`src/supervisor_consts.vh`:
```
// Constants for the supervision and restart controller
`ifndef SUPERVISOR_CONSTS_VH
`define SUPERVISOR_CONSTS_VH

// ----------------------------------------
// Register byte addresses
// ----------------------------------------
`define ADDR_RELAY_CTRL 8'h00
`define ADDR_STATUS     8'h04
`define ADDR_DEFECT     8'h08
`define ADDR_SAVE       8'h0c

// ----------------------------------------
// Field positions
// ----------------------------------------
`define SAVE_EF_ZERO_BIT 0
`define SAVE_EXT_N_BIT   1
`define SAVE_NPS_BIT     2
`define SAVE_GO_BIT      8
`define RELAY_REQ_RST    4'h0

// ----------------------------------------
// Defect and display codes
// ----------------------------------------
`define DEF_NONE        10'h000
`define DEF_RESTART     10'h063
`define DEF_NONBLOCK    10'h050
`define DEF_EPROM       10'h032
`define DEF_ADC         10'h03c
`define DEF_NEG_SUPPLY  10'h03d
`define DEF_BASE_LINK   10'h00b
`define DEF_EXT_LINK    10'h01f
`define MODE_SAVE_ERROR 10'h3e7

// ----------------------------------------
// Converter channel windows
// ----------------------------------------
`define NEG_LO 8'h40
`define NEG_HI 8'hc0
`define ADC_LO 8'h70
`define ADC_HI 8'h90

// ----------------------------------------
// Timing
// ----------------------------------------
`define CLK_KHZ    25000
`define LOCKOUT_MS 10000
`define RESTART_MS 5000
`define CHECK_MS   1

`endif

```
`src/supervisor_restart_blocking.v`:
```
// Supervision, restart lockout and blocking controller with APB registers
//
// Our own choices: register access over APB and the register offsets.
`include "supervisor_consts.vh"

module supervisor_restart_blocking #(
	parameter CNT_W           = 28,
	parameter LOCKOUT_CYCLES  = `LOCKOUT_MS * `CLK_KHZ,
	parameter RESTART_CYCLES  = `RESTART_MS * `CLK_KHZ,
	parameter CHECK_CYCLES    = `CHECK_MS * `CLK_KHZ
) (
	input  wire        pclk,
	input  wire        presetn,
	input  wire        psel,
	input  wire        penable,
	input  wire        pwrite,
	input  wire [7:0]  paddr,
	input  wire [31:0] pwdata,
	output reg  [31:0] prdata,
	output reg         pready,
	output reg         pslverr,
	input  wire        logic_supply_low,
	input  wire        relay_supply_low,
	input  wire        proc_disturbance,
	input  wire        block_in,
	input  wire        block_scope_link,
	input  wire [3:0]  per_relay_block_switches,
	input  wire [1:0]  base_range_link,
	input  wire        ext_neutral_range_link,
	input  wire        checksum_ok,
	input  wire        selftest_ok,
	input  wire [7:0]  neg_supply_channel,
	input  wire [7:0]  adc_check_channel,
	input  wire        reset_key,
	input  wire        other_key,
	output reg  [3:0]  relay_out_r,
	output reg         standby_relay_r,
	output reg         standby_led_r,
	output reg         display_on_r,
	output reg         display_flash_r,
	output reg  [9:0]  mode_code_r,
	output reg         restart_ind_r,
	output reg         proc_block_r,
	output reg         hw_reset_r,
	output reg         nv_save_r,
	output reg         settings_copy_r,
	output reg         settings_save_r,
	output reg         key_accept_r
);

	localparam ST_RUN     = 2'h0;
	localparam ST_FAIL    = 2'h1;
	localparam ST_RESTART = 2'h2;
	localparam ST_LOCK    = 2'h3;

	// ----------------------------------------
	// State
	// ----------------------------------------
	reg  [1:0]       state_r;
	reg  [1:0]       state_nxt;
	reg  [CNT_W-1:0] win_cnt_r;
	reg              win_act_r;
	reg  [CNT_W-1:0] rst_cnt_r;
	reg  [CNT_W-1:0] chk_cnt_r;
	reg  [3:0]       relay_req_r;
	reg  [2:0]       save_cfg_r;
	reg              save_err_r;
	reg  [9:0]       defect_r;
	reg              first_r;
	reg              pend_save_r;
	reg              sfi_q_r;
	reg              key_q_r;
	reg  [1:0]       base_q_r;
	reg              ext_q_r;
	reg              links_valid_r;

	wire wr_en = psel & penable & pready & pwrite;
	wire key_press = reset_key & ~key_q_r;
	wire chk_tick = (chk_cnt_r == CHECK_CYCLES[CNT_W-1:0] - 1'b1);

	// ----------------------------------------
	// Interrupt sources
	// ----------------------------------------
	// relay supply low or scoped block input interrupt
	wire sfi = relay_supply_low | (block_in & block_scope_link);
	wire sfi_rise = sfi & ~sfi_q_r;
	wire event_hit = sfi_rise | proc_disturbance;

	// ----------------------------------------
	// Defect detection
	// ----------------------------------------
	// converter window, link and restart checks
	wire neg_bad = (neg_supply_channel < `NEG_LO) | (neg_supply_channel > `NEG_HI);
	wire adc_bad = (adc_check_channel < `ADC_LO) | (adc_check_channel > `ADC_HI);
	wire base_moved = chk_tick & links_valid_r & (base_range_link != base_q_r);
	wire ext_moved = chk_tick & links_valid_r & (ext_neutral_range_link != ext_q_r);
	wire restart_ok = (state_r == ST_RESTART) & (rst_cnt_r == RESTART_CYCLES[CNT_W-1:0] - 1'b1)
		& selftest_ok & ~relay_supply_low & ~logic_supply_low & ~sfi;

	reg        det_hit;
	reg  [9:0] det_code;
	always @* begin
		det_hit = 1'b1;
		det_code = `DEF_NONE;
		if (~checksum_ok) begin
			det_code = `DEF_EPROM;
		end else if (chk_tick & adc_bad) begin
			det_code = `DEF_ADC;
		end else if (chk_tick & neg_bad) begin
			det_code = `DEF_NEG_SUPPLY;
		end else if (base_moved) begin
			det_code = `DEF_BASE_LINK;
		end else if (ext_moved) begin
			det_code = `DEF_EXT_LINK;
		end else if (restart_ok) begin
			det_code = `DEF_RESTART;
		end else begin
			det_hit = 1'b0;
		end
	end

	// restart and 80 do not block
	wire def_blocks = (defect_r != `DEF_NONE) & (defect_r != `DEF_RESTART)
		& (defect_r != `DEF_NONBLOCK);
	wire save_bad = save_cfg_r[`SAVE_EF_ZERO_BIT] & save_cfg_r[`SAVE_EXT_N_BIT]
		& save_cfg_r[`SAVE_NPS_BIT];
	wire save_go = wr_en & (paddr == `ADDR_SAVE) & pwdata[`SAVE_GO_BIT];

	// ----------------------------------------
	// Restart state machine
	// ----------------------------------------
	always @* begin
		state_nxt = state_r;
		case (state_r)
			ST_RUN: begin
				if (event_hit & win_act_r) begin
					state_nxt = ST_LOCK;
				end else if (sfi_rise) begin
					state_nxt = ST_FAIL;
				end else if (proc_disturbance) begin
					state_nxt = ST_RESTART;
				end
			end
			ST_FAIL: begin
				if (win_act_r & proc_disturbance) begin
					state_nxt = ST_LOCK;
				end else if (~sfi) begin
					state_nxt = ST_RESTART;
				end
			end
			ST_RESTART: begin
				if (event_hit) begin
					state_nxt = ST_LOCK;
				end else if (restart_ok) begin
					state_nxt = ST_RUN;
				end
			end
			ST_LOCK: begin
				state_nxt = ST_LOCK;
			end
			default: begin
				state_nxt = ST_LOCK;
			end
		endcase
	end

	always @(posedge pclk or negedge presetn) begin
		if (!presetn) begin
			state_r <= ST_RUN;
			win_act_r <= 1'b0;
			win_cnt_r <= {CNT_W{1'b0}};
			rst_cnt_r <= {CNT_W{1'b0}};
			hw_reset_r <= 1'b0;
			nv_save_r <= 1'b0;
			sfi_q_r <= 1'b0;
		end else begin
			state_r <= state_nxt;
			sfi_q_r <= sfi;
			// save on each rising edge of sfi, except in lockout
			// A second interrupt that locks the relay must still save its state
			nv_save_r <= sfi_rise & (state_r != ST_LOCK);
			hw_reset_r <= (state_nxt == ST_RESTART) & (state_r != ST_RESTART);
			if (state_r == ST_RESTART) begin
				if (rst_cnt_r != RESTART_CYCLES[CNT_W-1:0] - 1'b1) begin
					rst_cnt_r <= rst_cnt_r + 1'b1;
				end
			end else begin
				rst_cnt_r <= {CNT_W{1'b0}};
			end
			if ((state_nxt == ST_RESTART) & (state_r != ST_RESTART)) begin
				win_act_r <= 1'b1;
				win_cnt_r <= {CNT_W{1'b0}};
			end else if (win_act_r & (state_r != ST_LOCK)) begin
				if (win_cnt_r == LOCKOUT_CYCLES[CNT_W-1:0] - 1'b1) begin
					win_act_r <= 1'b0;
					win_cnt_r <= {CNT_W{1'b0}};
				end else begin
					win_cnt_r <= win_cnt_r + 1'b1;
				end
			end
		end
	end

	// ----------------------------------------
	// Periodic checks and defect register
	// ----------------------------------------
	always @(posedge pclk or negedge presetn) begin
		if (!presetn) begin
			chk_cnt_r <= {CNT_W{1'b0}};
			base_q_r <= 2'h0;
			ext_q_r <= 1'b0;
			links_valid_r <= 1'b0;
			defect_r <= `DEF_NONE;
			first_r <= 1'b0;
			pend_save_r <= 1'b0;
			save_err_r <= 1'b0;
			settings_copy_r <= 1'b0;
			settings_save_r <= 1'b0;
			key_q_r <= 1'b0;
		end else begin
			key_q_r <= reset_key;
			chk_cnt_r <= chk_tick ? {CNT_W{1'b0}} : chk_cnt_r + 1'b1;
			if (chk_tick) begin
				base_q_r <= base_range_link;
				ext_q_r <= ext_neutral_range_link;
				links_valid_r <= 1'b1;
			end
			// copy settings groups on base range change
			settings_copy_r <= base_moved;
			settings_save_r <= save_go & ~save_bad;
			if (save_go) begin
				save_err_r <= save_bad;
			end else if (key_press) begin
				save_err_r <= 1'b0;
			end
			// Detection wins over a same-cycle acknowledge
			if (det_hit) begin
				defect_r <= det_code;
				first_r <= 1'b1;
				pend_save_r <= base_moved | ext_moved;
			end else if (wr_en & (paddr == `ADDR_DEFECT)) begin
				defect_r <= pwdata[9:0];
				first_r <= (pwdata[9:0] != `DEF_NONE);
			end else if (key_press) begin
				// link defects wait for a save
				first_r <= 1'b0;
				if (~pend_save_r) begin
					defect_r <= `DEF_NONE;
				end
			end else if (pend_save_r & ~first_r & save_go & ~save_bad) begin
				pend_save_r <= 1'b0;
				defect_r <= `DEF_NONE;
			end
		end
	end

	// ----------------------------------------
	// Relay, display and processor outputs
	// ----------------------------------------
	wire running = (state_r == ST_RUN) & ~logic_supply_low;
	wire [3:0] sel_block = {4{block_in & ~block_scope_link}} & per_relay_block_switches;

	always @(posedge pclk or negedge presetn) begin
		if (!presetn) begin
			relay_out_r <= 4'h0;
			standby_relay_r <= 1'b0;
			standby_led_r <= 1'b0;
			display_on_r <= 1'b0;
			display_flash_r <= 1'b0;
			mode_code_r <= `DEF_NONE;
			restart_ind_r <= 1'b0;
			proc_block_r <= 1'b1;
			key_accept_r <= 1'b0;
		end else begin
			// all relays drop outside normal run
			relay_out_r <= (running & ~def_blocks) ? (relay_req_r & ~sel_block) : 4'h0;
			standby_relay_r <= running & ~def_blocks;
			standby_led_r <= running & ~def_blocks;
			display_on_r <= running;
			display_flash_r <= running & ((defect_r != `DEF_NONE) | save_err_r);
			mode_code_r <= save_err_r ? `MODE_SAVE_ERROR : defect_r;
			restart_ind_r <= running & (defect_r == `DEF_RESTART);
			// processor blocked on low logic supply
			proc_block_r <= logic_supply_low | (state_r != ST_RUN);
			// only reset key during first indication
			key_accept_r <= other_key & running & ~first_r;
		end
	end

	// ----------------------------------------
	// APB slave, zero wait states
	// ----------------------------------------
	always @(posedge pclk or negedge presetn) begin
		if (!presetn) begin
			pready <= 1'b0;
			pslverr <= 1'b0;
			prdata <= 32'h0;
			relay_req_r <= `RELAY_REQ_RST;
			save_cfg_r <= 3'h0;
		end else begin
			pready <= psel & ~penable;
			pslverr <= 1'b0;
			if (psel & ~penable) begin
				prdata <= 32'h0;
				case (paddr)
					`ADDR_RELAY_CTRL: prdata <= {28'h0, relay_req_r};
					`ADDR_STATUS: prdata <= {24'h0, logic_supply_low, sfi, pend_save_r, save_err_r,
						first_r, win_act_r, state_r};
					`ADDR_DEFECT: prdata <= {22'h0, defect_r};
					`ADDR_SAVE: prdata <= {22'h0, save_err_r, 6'h0, save_cfg_r};
					default: pslverr <= 1'b1;
				endcase
			end
			if (wr_en & (paddr == `ADDR_RELAY_CTRL)) begin
				relay_req_r <= pwdata[3:0];
			end
			if (wr_en & (paddr == `ADDR_SAVE)) begin
				save_cfg_r <= pwdata[2:0];
			end
		end
	end

endmodule // supervisor_restart_blocking

```
`config.mk`:
```
export PLATFORM = sky130hd
export DESIGN_NAME = supervisor_restart_blocking
export DESIGN_NICKNAME = d
export VERILOG_FILES = /design/src/supervisor_restart_blocking.v
export VERILOG_INCLUDE_DIRS = /design/src
export SDC_FILE = /design/constraint.sdc
export NUM_CORES = 1
export LEC_CHECK = 0
export BUFFER_PORTS_ARGS = -buffer_cell sky130_fd_sc_hd__buf_2
export CAP_MARGIN = 20
export CORE_AREA = 2 2 176 178
export DETAILED_ROUTE_END_ITERATION = 12
export DIE_AREA = 0 0 178 180
export PLACE_DENSITY_LB_ADDON = 0.2
export SYNTH_ARGS = -nofsm -noshare
export SYNTH_HDL_FRONTEND = slang
export SYNTH_SLANG_ARGS = --single-unit
```
`constraint.sdc`:
```
create_clock -name pclk -period 2.1 [get_ports pclk]
set_input_delay 0.42 -clock pclk [delete_from_list [all_inputs] [get_ports pclk]]
set_output_delay 0.42 -clock pclk [all_outputs]
set_load 0.03 [all_outputs]
```
Yosys cells after proc, flatten, opt, wreduce, memory -nomap -nowiden:

Cells that the tools add are included.

* register bits: 171
* bits of input ports: 77
* output and inout bits: 59
* word-level logic and storage cells: 183

* $add $sub $neg: 3
* magnitude comparators: 4
* eq/ne operators: 22
* muxes and demuxes: 47
* bitwise operators: 61
* reduce and logical (&&, ||, !) cells: 15

Operators by type and width (count)
* $mux 28: 6
* $add 28x1->28 const B: 3
* $mux 10: 7
* $and 1x1->1: 41
* $pmux 10 s4: 1
* $mux 7: 5
* $eq 28x15->1 const B: 1
* $eq 28x27->1 const B: 1
* $eq 28x28->1 const B: 1
* $ne 28x27->1 const B: 1
* $ne 10x7->1 const B: 2
* $reduce_bool 10->1: 2
* $mux 1: 19
* $eq 8x4->1 const B: 2
* $gt 8x8->1 const B: 2
* $lt 8x7->1 const B: 2
* $mux 2: 7
* $eq 10x7->1 const B: 1
* $not 1->1: 10
* $reduce_bool 2->1: 5
* $and 4x4->4: 2
* $eq 8x3->1 const B: 1
* $logic_not 8->1: 1
* $pmux 2 s4: 1
* 16 further kinds: 28

Longest topological paths before layout:

* depth in word-level cells: 14
* depth in mapped cells: 8
* depth with buffers taken out: 7

Worst setup path after synthesis:

Ideal clock, no wire load.

* path type: input to register
* start: input neg_supply_channel[0]
* end: register defect_r[2]
* library setup time: 121 ps
* arrival: 2047 ps
* required time: 1979 ps
* setup slack: -68 ps
* cell stages on the path: 6
* path buffers: 0
* cells stage by stage: or4_4 o41ai_4 a311o_2 nand3b_4 or2b_4 o22a_1

* longest elaborated chain between the ends: 8
* elaborated cells between the ends (all ways): 14
* those cells by class: order compare (2); eq/ne (1); mux (7); bitwise (2); reduce/logical (2)

RTL lines
* start, declared: RTL line supervisor_restart_blocking.v:32 `input wire [7:0] neg_supply_channel,`
* $lt 8x7->1 (no source line) / $gt 8x8->1 (equally long branches)
* $or 1x1->1 (*): RTL line supervisor_restart_blocking.v:93 `` wire neg_bad = (neg_supply_channel < `NEG_LO) | (neg_supply_channel > `NEG_HI); ``
* $and 1x1->1 (*): RTL line supervisor_restart_blocking.v:109 `end else if (chk_tick & neg_bad) begin`
* $mux 1: RTL line supervisor_restart_blocking.v:109
* $mux 1: RTL line supervisor_restart_blocking.v:107 `end else if (chk_tick & adc_bad) begin`
* $mux 1: RTL line supervisor_restart_blocking.v:105 `if (~checksum_ok) begin`
* $ne 4x2->1 (no source line) / $reduce_bool 4->1 (equally long branches)
* $reduce_and 2->1 (no source line)
* end signal, assigned: RTL line supervisor_restart_blocking.v:213 `` defect_r <= `DEF_NONE; ``
* end signal, assigned: RTL line supervisor_restart_blocking.v:238 `defect_r <= det_code;`
* end signal, assigned: RTL line supervisor_restart_blocking.v:242 `defect_r <= pwdata[9:0];`
* end, declared: RTL line supervisor_restart_blocking.v:68 `reg [9:0] defect_r;`

Every way passes the cells marked *; elsewhere a longest branch is shown, timed or not.
A chain may end at the register's enable or synchronous reset.

Worst setup path after layout:

* start: register state_r[0]
* end: register pend_save_r

* longest elaborated chain between the ends: 14
* elaborated cells between the ends (all ways): 17
* those cells by class: eq/ne (3); mux (7); bitwise (5); reduce/logical (2)

RTL lines
* start, declared: RTL line supervisor_restart_blocking.v:59 `reg [1:0] state_r;`
* start signal, assigned: RTL line supervisor_restart_blocking.v:177 `state_r <= state_nxt;`
* $eq 2x2->1 (*): RTL line supervisor_restart_blocking.v:97 `wire restart_ok = (state_r == ST_RESTART) & (rst_cnt_r == RESTART_CYCLES[CNT_W-1:0] - 1'b1)`
* $and 1x1->1 (*): RTL line supervisor_restart_blocking.v:97
* $and 1x1->1 (*) (4 in series): RTL line supervisor_restart_blocking.v:98 `& selftest_ok & ~relay_supply_low & ~logic_supply_low & ~sfi;`
* $mux 1 (*): RTL line supervisor_restart_blocking.v:115 `end else if (restart_ok) begin`
* $mux 1 (*): RTL line supervisor_restart_blocking.v:113 `end else if (ext_moved) begin`
* $mux 1 (*): RTL line supervisor_restart_blocking.v:111 `end else if (base_moved) begin`
* $mux 1 (*): RTL line supervisor_restart_blocking.v:109
* $mux 1 (*): RTL line supervisor_restart_blocking.v:107
* $mux 1 (*): RTL line supervisor_restart_blocking.v:105
* $ne 2x2->1 (no source line), or another cell as far along
* $reduce_and 3->1 (no source line)
* end signal, assigned: RTL line supervisor_restart_blocking.v:240 `pend_save_r <= base_moved | ext_moved;`
* end, declared: RTL line supervisor_restart_blocking.v:70 `reg pend_save_r;`

Marks and branches as above.

==> metrics.cfg <==
[grt]
antenna_found_initial = 0
grt_pass1_wl_um = 31700
grt_max_degree = 63
grt-ovfl-total = 0
grt_use_total_pct = 12.5
grt_pass1_vias = 6093

[sta]
fmax_mhz = 488
hold_viol_final = 0
rsz0062_at_grt = true
fin_skew_ps = 16.5
fin_crit_sh_pct = 97.5
fin_hold_ws_ps = 216
setup_violations = 0
drv_slew = 0
fin_crit_ps = 2050
tns_ps = 0

[yosys]
synth_edf_count = 0
yosys.area.top_type = dfrtp_1
synthesis.area_um2 = 7440
synth_cell_types = 69
synth_common_cells = 148 x dfrtp_1, 80 x nor2_1, 62 x nand2_1
synthArstFlopShare_pct = 100
synth_top_cell_area_share_pct = 49.8
postSynthAreaPerCell_um2 = 10.0
yosysWarnings = 0
syn_inst = 740
seq_area_frac_synth_pct = 50.2
ys_ff_latch = 149
ys.flop_type = dfrtp_1
yosysMostFrequentCell = dfrtp_1
synthTopCellsByArea = dfrtp_1 50%, xor2_1 5.3%, nor2_1 4.0%

[route]
routed_wl_um = 19200
post_drt_via_cell_ratio = 4.48
ant_nets = 0
drt_iter0_markers = 314
vias = 5986
drc = 0
drtPass1Iterations = 4
avgRoutedWirePerCell_um = 14.4

[critical_path]
cp_slowest_cell = or4b_4
cp-end-kind = flop
path_cells = nand2b_4 -> or4b_4 -> nor4_4 -> nand3b_4 -> buf_6 -> inv_2 -> a31o_1
cp_top_family = simple AND/OR/NAND/NOR gates
critPathLaunchType = flop
crit_arrival_ps = 2370
crit_buf_inv = 2
crit_fanout = 4
crit_path_max_incr_delay_ps = 550
critPathRequiredTime_ps = 2430
crit_type = flop to flop

[clocking]
cts_buffers = 17
htreeDepth = 4
cts.sinks = 149
clk_pin_slew_ps = 70
cts_tree = yes
cts_buffer_depth = 2
clk_latency_ps = 440
root_buffer = clkbuf_16

[cells_and_area]
drive_gt1_share_pct = 30.6
fin_nets = 1008
synthToLayoutAreaGrowth_pct = 30.7
diodes = 0
fin_area_um2 = 9720
n_fill_cell = 3153

[pwr]
power_w = 0.00622
p_per_area_nw_per_um2 = 640
p_leak_nw = 4.50
vdd_ir_drop_max_mv = 0.545

[hold_path]
hp-class = input pin to flop

[floorplanning]
die_h_um = 180
core_area_um2 = 30200
pin_count = 136
start_util_pct = 24.6
dieArea_um2 = 32000
chipWidth_um = 178
std_cell_rows = 64

[placed_design]
port_buffers = 91
placed_area_um2 = 8960
gp_congestion = 0.775
hpwl_um = 14300

[run_status]
status = completed

[run]
maxCapViolations = 0

==> registers in the layout, indices dropped and copies added, names as in the netlist, 2 cells and up <==
signal / count
relay_req_r: 4
prdata: 10
base_q_r: 2
save_cfg_r: 3
state_r: 2
mode_code_r: 10
chk_cnt_r: 28
relay_out_r: 4
win_cnt_r: 28
rst_cnt_r: 28
defect_r: 10
==> cell families after synthesis <==
logic type               count (synthesis)  synth area share (%)
other                                    1                0.0504
AO/OA/AOI/OAI                          101                  9.52
buffers and inverters                   66                  4.54
XOR/XNOR                                66                  7.77
flip-flops                             149                  50.2
adder cells (fa/ha/maj)                  3                 0.505
AND/OR/NAND/NOR                        341                  25.1
multiplexers                            13                  2.37
==> worst reg2reg max path: cells and delay by family (launching register included) <==
kind,cells,cell delay [ps]
AND/OR/NAND/NOR,4,1210
flip-flops,1,410
AO/OA/AOI/OAI,1,190
buffers and inverters,2,130
==> where the power goes <==
group | leakage (nW) | switching (W) | internal, W | total [W]
clock | 0.271 | 0.00134 | 0.00158 | 0.00291
sequential | 1.96 | 0.0000164 | 0.00289 | 0.00291
combinational | 2.27 | 0.000253 | 0.000148 | 0.000400
total | 4.50 | 0.00160 | 0.00462 | 0.00622
==> final cells by class <==
cell class	count	area (µm²)	share of cell area, %
repair buffers	195	1280	13.2
well taps	396	495	5.10
clock inverters	14	121	1.25
flip-flops and latches	149	3730	38.4
inverters	19	71.3	0.734
multi-input cells	546	3570	36.8
clock buffers	18	439	4.52
==> final timing paths <==
check / from / depth (start not counted) / slack, ps / to
worst max-delay path: state_r[0]$_DFF_PN0_ / 7 / 50 / pend_save_r$_DFFE_PN0P_
worst min-delay path: base_range_link[1] / 3 / 220 / base_q_r[1]$_DFFE_PN0N_
worst max register to register: state_r[0]$_DFF_PN0_ / 7 / 50 / pend_save_r$_DFFE_PN0P_
worst min register to register: sfi_q_r$_DFF_PN0_ / 1 / 460 / nv_save_r$_DFF_PN0_
max in group asynchronous: presetn / 3 / 940 / proc_block_r$_DFF_PN1_
min in group asynchronous: presetn / 2 / 470 / base_q_r[0]$_DFFE_PN0N_
==> through the flow <==
stage	cells	utilization [%]	setup slack (ps)
2_1_floorplan	761	-	-63.6
3_3_place_gp	1296	29.7	-224
3_5_place_dp	1296	29.7	-240
4_1_cts	1329	31.6	2.25
5_1_grt	1337	32.2	-42.5
6_report	1337	32.2	51.9
==> what timing repair did <==
action                                  CTS  global route
endpoints found under the hold margin    34             0
hold buffers                              1             0
cloned                                    0             0
endpoints found under the setup margin   16            37
pin swaps                                 1            11
resized for setup                         3            28
setup buffers                             0             8
==> cells in the final DEF, fill, tap and decap left out, drive strengths merged, types with 7 or more instances in the layout <==
cell type,netlist,layout
a21oi,15,15
a22oi,7,7
and3,27,27
and4,8,8
buf,27,194
clkbuf,20,18
clkinv,0,7
conb,1,22
dfrtp,148,148
inv,19,24
mux2,7,7
nand2,62,62
nand3,35,35
nand4,30,30
nor2,80,80
nor2b,10,10
nor3,19,19
nor3b,7,7
nor4,11,11
nor4bb,7,7
o21ai,33,33
o31ai,9,9
o41ai,7,7
or2,9,9
or3,9,9
xnor2,21,21
xor2,45,45
==> routing by layer <==
layer | track usage (%) | part of all wire [%]
met3 | 2.73 | 4.2
met1 | 15.9 | 46
met4 | 3.77 | 1.3
met2 | 21.0 | 48
met5 | 0 | 0
(Power assumes the default switching activity.)
